## src/design/skt_pkg.sv

```systemverilog
// Package for the key presence and teach-in controller: widths, timing, states.
// Assumes a single 40 MHz clock; every slow rate comes from one divider.
package skt_pkg;

    // Data widths
    localparam int KEY_W  = 32;            // Electronic key code width
    localparam int ADDR_W = 5;             // Slave address width
    localparam int DIV_W  = 25;            // Half-second divider width
    localparam int PH_W   = 9;             // Half-second phase counter width

    // Clock and derived timing
    localparam int CLK_HZ        = 40_000_000;
    localparam int HALF_S_MS     = 500;    // Blink half period, ms
    localparam int HALF_SEC_CYC  = CLK_HZ / 1000 * HALF_S_MS;
    localparam int TEACH_S       = 60;     // Teach-in hold time, s
    localparam int POWERUP_MIN   = 3;      // Power-up flash and standby time, min
    localparam int SELFTEST_US   = 50;     // Self-test duration, us
    localparam int SELFTEST_CYC  = CLK_HZ / 1_000_000 * SELFTEST_US;
    localparam logic [PH_W-1:0] TEACH_HALF = PH_W'(TEACH_S * 1000 / HALF_S_MS);
    localparam logic [PH_W-1:0] STBY_HALF  = PH_W'(POWERUP_MIN * 60 * 1000 / HALF_S_MS);

    // Slave address range and delivery value
    localparam logic [ADDR_W-1:0] ADDR_MIN      = 5'h01;
    localparam logic [ADDR_W-1:0] ADDR_MAX      = 5'h1f;
    localparam logic [ADDR_W-1:0] ADDR_DELIVERY = 5'h00;

    // Controller states
    typedef enum logic [2:0] {
        ST_SELFTEST = 3'b000,
        ST_STBY     = 3'b001,
        ST_TEACH    = 3'b010,
        ST_DONE     = 3'b011,
        ST_NORM     = 3'b100,
        ST_FAULT    = 3'b101
    } skt_state_e;

endpackage : skt_pkg

```

## src/design/skt_store_if.sv

```systemverilog
// Interface between the controller and the non-volatile code and address store.
// Assumes both ends run on the same clock.
interface skt_store_if;
    import skt_pkg::*;

    logic              factory_init;       // Return to delivery state
    logic              commit;             // Store taught code, disable old one
    logic [KEY_W-1:0]  new_code;
    logic              addr_wr;
    logic [ADDR_W-1:0] addr_data;
    logic [KEY_W-1:0]  active_code;
    logic              active_ok;
    logic [KEY_W-1:0]  disabled_code;
    logic              disabled_ok;
    logic [ADDR_W-1:0] slave_addr;

    modport ctrl  (output factory_init, commit, new_code, addr_wr, addr_data,
                   input  active_code, active_ok, disabled_code, disabled_ok, slave_addr);
    modport store (input  factory_init, commit, new_code, addr_wr, addr_data,
                   output active_code, active_ok, disabled_code, disabled_ok, slave_addr);
endinterface : skt_store_if

```

## src/design/skt_top.sv

```systemverilog
// Key presence and teach-in controller of a key-operated safety bus slave.
// Assumes all inputs are synchronous to ref_clk; rst models power-up.
module skt_top
    import skt_pkg::*;
#(
    parameter int HALF_SEC_CYC_P = skt_pkg::HALF_SEC_CYC
) (
    // Clock and reset
    input  wire logic                      ref_clk,
    input  wire logic                      rst,
    // Key reader
    input  wire logic                      key_present,
    input  wire logic [skt_pkg::KEY_W-1:0] key_code,
    input  wire logic                      key_read_err,
    // Bus status and address programming
    input  wire logic                      bus_connected,
    input  wire logic                      bus_running,
    input  wire logic                      addr_wr,
    input  wire logic [skt_pkg::ADDR_W-1:0] addr_wr_data,
    input  wire logic                      factory_init,
    // Internal diagnostics
    input  wire logic                      int_fault,
    // Safety sequence select and status
    output logic                           seq_nonzero,
    output logic                           teach_active,
    output logic [skt_pkg::ADDR_W-1:0]     slave_addr,
    output logic                           addr_valid,
    // Indicators
    output logic                           led_green,
    output logic                           led_yellow,
    output logic                           led_red
);
    import skt_pkg::*;

    skt_store_if sif ();

    skt_state_e        st;
    skt_state_e        next_st;
    logic [DIV_W-1:0]  div_cnt;
    logic              half_tick;
    logic              div_wrap;
    logic [PH_W-1:0]   ph_cnt;
    logic              blink;
    logic              removed_seen;
    logic              next_seq;
    logic              next_green;
    logic              next_yellow;
    logic              next_removed;

    // Store holds code and address across power cycles
    skt_code_store u_store (
        .ref_clk (ref_clk),
        .rst     (rst),
        .st      (sif.store)
    );

    // Key classification against the stored codes
    wire key_ok       = key_present && sif.active_ok && (key_code == sif.active_code);
    wire key_disabled = sif.disabled_ok && (key_code == sif.disabled_code);
    wire key_new      = key_present && !key_ok && !key_disabled;
    wire fault_now    = int_fault || (key_present && key_read_err);
    wire addr_ok      = (sif.slave_addr >= ADDR_MIN) && (sif.slave_addr <= ADDR_MAX);
    wire st_change    = (next_st != st);
    wire selftest_end = (div_cnt == DIV_W'(SELFTEST_CYC - 1));
    wire teach_full   = half_tick && (ph_cnt == TEACH_HALF - 9'h001);
    wire stby_end     = half_tick && (ph_cnt == STBY_HALF - 9'h001);

    // Store requests
    assign sif.factory_init = factory_init;
    assign sif.new_code     = key_code;
    assign sif.addr_wr      = addr_wr;
    assign sif.addr_data    = addr_wr_data;
    assign sif.commit = (st == ST_TEACH) && key_present && !key_ok
                        && !key_disabled && !fault_now && teach_full;

    // Half-second divider; one divider keeps all slow rates phase aligned.
    // During self-test it runs on to the self-test length instead, so a short
    // blink period can never cut the self-test short.
    assign half_tick = (st != ST_SELFTEST) && (div_cnt == DIV_W'(HALF_SEC_CYC_P - 1));
    assign div_wrap  = (st == ST_SELFTEST) ? selftest_end : half_tick;
    always_ff @(posedge ref_clk or posedge rst) begin
        if (rst) begin
            div_cnt <= '0;
        end else if (div_wrap) begin
            div_cnt <= '0;
        end else begin
            div_cnt <= div_cnt + 25'h0000001;
        end
    end

    // Half-second phase count, restarted on every state change
    always_ff @(posedge ref_clk or posedge rst) begin
        if (rst) begin
            ph_cnt <= '0;
        end else if (st_change) begin
            ph_cnt <= '0;
        end else if (half_tick) begin
            ph_cnt <= ph_cnt + 9'h001;
        end
    end

    always_ff @(posedge ref_clk or posedge rst) begin
        if (rst) begin
            blink <= 1'b0;
        end else if (half_tick) begin
            blink <= !blink;
        end
    end

    // State transitions; fault takes priority over every other event
    always_comb begin
        next_st = st;
        unique case (st)
            ST_SELFTEST: begin
                if (fault_now) begin
                    next_st = ST_FAULT;
                end else if (selftest_end) begin
                    // new key at connect starts teach
                    if (bus_connected && key_new) begin
                        next_st = ST_TEACH;
                    end else begin
                        next_st = ST_STBY;
                    end
                end
            end
            ST_STBY: begin
                if (fault_now) begin
                    next_st = ST_FAULT;
                end else if (key_ok) begin
                    next_st = ST_NORM;
                end else if (bus_connected && key_new) begin
                    next_st = ST_TEACH;
                end else if (stby_end) begin
                    next_st = ST_NORM;
                end
            end
            ST_TEACH: begin
                if (fault_now) begin
                    next_st = ST_FAULT;
                end else if (!key_present || key_disabled || key_ok) begin
                    next_st = ST_NORM;
                end else if (sif.commit) begin
                    next_st = ST_DONE;
                end
            end
            ST_DONE: begin
                if (fault_now) begin
                    next_st = ST_FAULT;
                end
            end
            ST_NORM: begin
                if (fault_now) begin
                    next_st = ST_FAULT;
                end
            end
            ST_FAULT: begin
                if (!fault_now && removed_seen && key_present) begin
                    next_st = ST_NORM;
                end
            end
            default: begin
                next_st = ST_FAULT;
            end
        endcase
    end

    // Remember a key removal while the fault is latched
    assign next_removed = (st == ST_FAULT) && (removed_seen || !key_present);

    // key sequence only for permissible key
    // zero outside normal, so in teach
    assign next_seq = (next_st == ST_NORM) && key_ok && addr_ok && !fault_now;

    // Green: steady with valid key, blinking in standby and teach, else off
    assign next_green = ((next_st == ST_NORM) && next_seq)
                        || (((next_st == ST_STBY) || (next_st == ST_TEACH)) && blink);
    assign next_yellow = (next_st == ST_NORM) && !key_present && bus_running;

    // State register; leaving reset always starts with the self-test
    always_ff @(posedge ref_clk or posedge rst) begin
        if (rst) begin
            st           <= ST_SELFTEST;
            removed_seen <= 1'b0;
        end else begin
            st           <= next_st;
            removed_seen <= next_removed;
        end
    end

    // Registered outputs, all safe-low after reset
    always_ff @(posedge ref_clk or posedge rst) begin
        if (rst) begin
            seq_nonzero  <= 1'b0;
            teach_active <= 1'b0;
            led_green    <= 1'b0;
            led_yellow   <= 1'b0;
            led_red      <= 1'b0;
            addr_valid   <= 1'b0;
        end else begin
            seq_nonzero  <= next_seq;
            teach_active <= (next_st == ST_TEACH);
            led_green    <= next_green;
            led_yellow   <= next_yellow;
            led_red      <= (next_st == ST_FAULT);
            addr_valid   <= addr_ok;
        end
    end

    // Address output mirrors the stored register
    always_ff @(posedge ref_clk or posedge rst) begin
        if (rst) begin
            slave_addr <= ADDR_DELIVERY;
        end else begin
            slave_addr <= sif.slave_addr;
        end
    end
endmodule : skt_top

```

## src/design/skt_code_store.sv

```systemverilog
// Non-volatile store for the taught key code, the disabled code and the slave address.
// Assumes the content survives reset; only factory_init returns it to delivery state.
module skt_code_store
    import skt_pkg::*;
(
    // Clock and reset (reset only gates the checks)
    input wire logic   ref_clk,
    input wire logic   rst,
    // Controller side
    skt_store_if.store st
);

    // Models retained memory, so no reset: a power cycle must not forget the key
    always_ff @(posedge ref_clk) begin
        if (st.factory_init) begin
            st.active_ok   <= 1'b0;
            st.disabled_ok <= 1'b0;
            st.active_code   <= '0;
            st.disabled_code <= '0;
        end else if (st.commit) begin
            st.disabled_code <= st.active_code;
            st.disabled_ok   <= st.active_ok;
            st.active_code   <= st.new_code;
            st.active_ok     <= 1'b1;
        end
    end

    // Address written by tool or master
    always_ff @(posedge ref_clk) begin
        if (st.factory_init) begin
            st.slave_addr <= ADDR_DELIVERY;
        end else if (st.addr_wr) begin
            st.slave_addr <= st.addr_data;
        end
    end
endmodule : skt_code_store

```

## config.mk

```make
export PLATFORM = sky130hd
export DESIGN_NAME = skt_top
export DESIGN_NICKNAME = d
export VERILOG_FILES = /design/src/design/skt_pkg.sv /design/src/design/skt_store_if.sv /design/src/design/skt_top.sv /design/src/design/skt_code_store.sv
export SDC_FILE = /design/constraint.sdc
export NUM_CORES = 1
export LEC_CHECK = 0
export BUFFER_PORTS_ARGS = -buffer_cell sky130_fd_sc_hd__clkbuf_2
export CORE_MARGIN = 2
export CORE_UTILIZATION = 55
export CTS_CLUSTER_SIZE = 10
export DETAILED_ROUTE_END_ITERATION = 6
export PLACE_DENSITY_LB_ADDON = 0.05
export SYNTH_ARGS = -nofsm -noshare
export SYNTH_HDL_FRONTEND = slang
export SYNTH_HIERARCHICAL = 1
export SYNTH_SLANG_ARGS = --single-unit
```

## constraint.sdc

```tcl
create_clock -name ref_clk -period 3.7 [get_ports ref_clk]
set_clock_uncertainty 0.2 [all_clocks]
set_input_delay 0 -clock ref_clk [delete_from_list [all_inputs] [get_ports ref_clk]]
set_output_delay 0 -clock ref_clk [all_outputs]
set_load 0.01 [all_outputs]
```

==> impl_metrics.env <==
export IMPL_finish_utilization_pct=71.4
export IMPL_cts_root_buf="clkbuf_8"
export IMPL_ys_async_sr_fraction_pct=41.3
export IMPL_cts_sinks=121
export IMPL_hold_viol=0
export IMPL_ys_types=55
export IMPL_max_stage_delay_ns=0.60
export IMPL_max_slew_margin_pct=33.0
export IMPL_vdd_ir_drop_max_mv=0.442
export IMPL_cts_clk_slew_worst_paths_ns=0.06
export IMPL_dp_slack_ns=0.766
export IMPL_final_period_utilization_pct=96.2
export IMPL_drc=0
export IMPL_worstSetupPathType="reg -> reg"
export IMPL_arrival_ns=3.77
export IMPL_drt_iter0_drc=186
export IMPL_final_cell_mix="nor2_1 (112), xnor2_1 (78), mux2i_1 (71), dfxtp_1 (71), dlygate4sd3_1 (67)"
export IMPL_std_cell_rows=37
export IMPL_antenna_cells=0
export IMPL_power_leakage_nw=2.86
export IMPL_viasPerCell=5.37
export IMPL_synth_ff_latch_count=121
export IMPL_dieArea_sq_mm=0.0114
export IMPL_syn_inst=575
export IMPL_min_path_type="in -> async"
export IMPL_fin_cells=847
export IMPL_powerDensity_mw_per_mm2=420
export IMPL_final_area_sq_mm=0.00734
export IMPL_vias=4552
export IMPL_path_max_fanout=66
export IMPL_fill_cells=784
export IMPL_placed_cell_area_sq_mm=0.00610
export IMPL_htreeDepth=4
export IMPL_dp_cells=749
export IMPL_initial_core_util_pct=56.5
export IMPL_netlist_area_sq_mm=0.00581
export IMPL_cts_made_buffers=17
export IMPL_yosysSeqAreaShare_pct=46.0
export IMPL_internal_power_mw=2.39
export IMPL_final_setup_tns_ns=0
export IMPL_syn_area_per_cell_sq_um=10.1
export IMPL_synth_edf_count=0
export IMPL_p_clk_share_pct=49.8
export IMPL_seqPwrFrac_pct=43.4
export IMPL_insertion_delay_ns=0.54
export IMPL_cp_end_kind="flip-flop"
export IMPL_p_comb_share_pct=6.8
export IMPL_gp_congestion=0.927
export IMPL_hpwl_microns=8470
export IMPL_die_w_microns=107
export IMPL_fin_nets=747
export IMPL_crit_buf_inv=2
export IMPL_status="completed"
export IMPL_ys_flop_type="dfxtp_1"
export IMPL_grt_pass1_wl_microns=21800
export IMPL_grtUsageTotal_pct=24.7
export IMPL_core_area_sq_mm=0.0103
export IMPL_maxCapViolations=0
export IMPL_grt_start_max_net_pins=67
export IMPL_cts_tree="yes"
export IMPL_fmax_ghz=0.281
export IMPL_ant_nets=0
export IMPL_switchingPower_uw=686
export IMPL_final_common_cell="nor2_1"
export IMPL_drive_gt1_share_pct=14.2
export IMPL_cts_buffer_depth=2
export IMPL_grt_pass1_vias=4562
export IMPL_fp_dieH_microns=107
export IMPL_finalSetupViolCount=0
export IMPL_start_kind="flip-flop"
export IMPL_grt_overflow_total=0
export IMPL_cp_required_ns=3.91
export IMPL_cts_setup_buffers=0
export IMPL_seqCellArea_sq_mm=0.00267
export IMPL_crit_chain="nor2_4 > a2111o_1 > or3_1 > nor3_2 > clkbuf_16 > mux2i_1 > nor2_1 > dlygate4sd3_1"
export IMPL_cp_top_family="buffers and inverters"
export IMPL_fin_crit_ns=3.56
export IMPL_area_growth_pct=26.3
export IMPL_drv_slew=0
export IMPL_io_pins=57
export IMPL_multiInputGateArea_sq_mm=0.00290
export IMPL_worst_slack_ns=0.140
export IMPL_synthesis_nets=623
export IMPL_rsz0062_at_grt="false"
export IMPL_yosysWarnings=6
export IMPL_dr_pass1_iters=4
export IMPL_wl_per_cell_microns=15.2
export IMPL_worst_pin_slew_ns=1.00
export IMPL_antenna_found_initial=0
export IMPL_wl_microns=12800
export IMPL_switching_share_pct=22.3
export IMPL_cp_slowest_cell="dfrtp_1"
export IMPL_io_buffers=56
## cells by family (layout without fill, tap and decap cells)
kind of cell	after synthesis	after routing	synth area share, %
AOI/OAI and AO/OA	32	32	4.14
muxes	71	71	12.2
adders and majority gates	2	2	0.431
DFF	121	121	46.0
and+or+nand+nor	221	221	18.7
buffers and inverters	33	169	4.16
xor gates and xnor gates	95	95	14.3
## metrics by stage
step	hold WS, ns	power, mW
4_1_cts	0.0682	3.11
3_5_place_dp	0.0551	1.53
5_1_grt	0.119	3.19
6_report	0.0457	3.08
3_3_place_gp	0.0386	1.52
2_1_floorplan	-0.129	1.46
## power by group through the flow
stage                     registers, mW  clock network (mW)  logic (mW)
after global placement             1.36                   0       0.164
after global routing               1.34                1.63       0.232
final                              1.34                1.53       0.211
after floorplan                    1.36                   0      0.0961
after CTS                          1.33                1.57       0.211
after detailed placement           1.36                   0       0.166
## routing by layer
metal / wire length (microns) / up-vias / part of all wire, % / global-route usage (%)
met1: 5570 / 2180 / 43 / 30.3
li1: - / 2236 / - / -
met2: 6440 / 117 / 50 / 41.1
met5: 0 / - / 0 / 0
met4: 239 / 0 / 1.9 / 10.2
met3: 598 / 19 / 4.7 / 6.75
## layout make-up
class / count / share of cell area [%]
multi-input combinational: 421 / 39.5
sequential: 121 / 36.4
timing repair buffer: 126 / 13.5
clock buffer: 26 / 7.23
tap: 136 / 2.32
inverter: 12 / 0.614
clock inverter: 5 / 0.409
## final timing paths
path                                          start                         end  slack (ns)  depth (start not counted)
setup / recovery                              st[0]  u_store/st.active_code[23]        0.14                          8
hold / removal                                  rst                   ph_cnt[7]        0.05                          3
setup reg to reg                              st[0]  u_store/st.active_code[23]        0.14                          8
hold reg to reg            u_store/st.slave_addr[0]               slave_addr[0]        0.17                          0
max in group asynchronous                       rst                  div_cnt[8]        2.61                          3
min in group ref_clk                   key_code[17]  u_store/st.active_code[17]        0.11                          4
## state kept, by name, indices dropped and copies added (netlist names)
register	flops
addr_valid	1
removed_seen	1
u_store/st.disabled_ok	1
div_cnt	25
ph_cnt	9
u_store/st.slave_addr	5
teach_active	1
led_red	1
led_green	1
seq_nonzero	1
led_yellow	1
u_store/st.disabled_code	32
blink	1
u_store/st.active_ok	1
u_store/st.active_code	32
slave_addr	5
st	3
## worst reg2reg max path, cell delays in order (launching register included)
cell and delay [ns]:
dfrtp_1 0.60, nor2_4 0.13, a2111o_1 0.53, or3_1 0.36, nor3_2 0.24, clkbuf_16 0.40
mux2i_1 0.32, nor2_1 0.05, dlygate4sd3_1 0.58
## cell usage after synthesis, types with 3 or more instances
| cell type | n | area (sq um) |
|---|---|---|
| nor2_1 | 112 | 420 |
| xnor2_1 | 78 | 683 |
| dfxtp_1 | 71 | 1420 |
| mux2i_1 | 71 | 711 |
| dfrtp_1 | 50 | 1250 |
| nand4_1 | 29 | 181 |
| nand3_1 | 19 | 95.1 |
| xor2_1 | 17 | 149 |
| nand2_1 | 16 | 60.1 |
| inv_1 | 11 | 41.3 |
| clkbuf_1 | 8 | 30.0 |
| and3_1 | 7 | 43.8 |
| nor3_1 | 7 | 35.0 |
| nor4_1 | 7 | 43.8 |
| a21oi_1 | 6 | 30.0 |
| a31oi_1 | 5 | 31.3 |
| buf_12 | 5 | 100 |
| o21ai_0 | 4 | 20.0 |
| nor4b_1 | 3 | 26.3 |
| o211ai_1 | 3 | 22.5 |
## repair_timing
item,CTS,global route
gates resized for setup,0,1
endpoints found under the hold margin,122,0
setup endpoints to repair,0,1
hold buffers,67,0
Note: power is estimated with default switching activity, not from simulation.
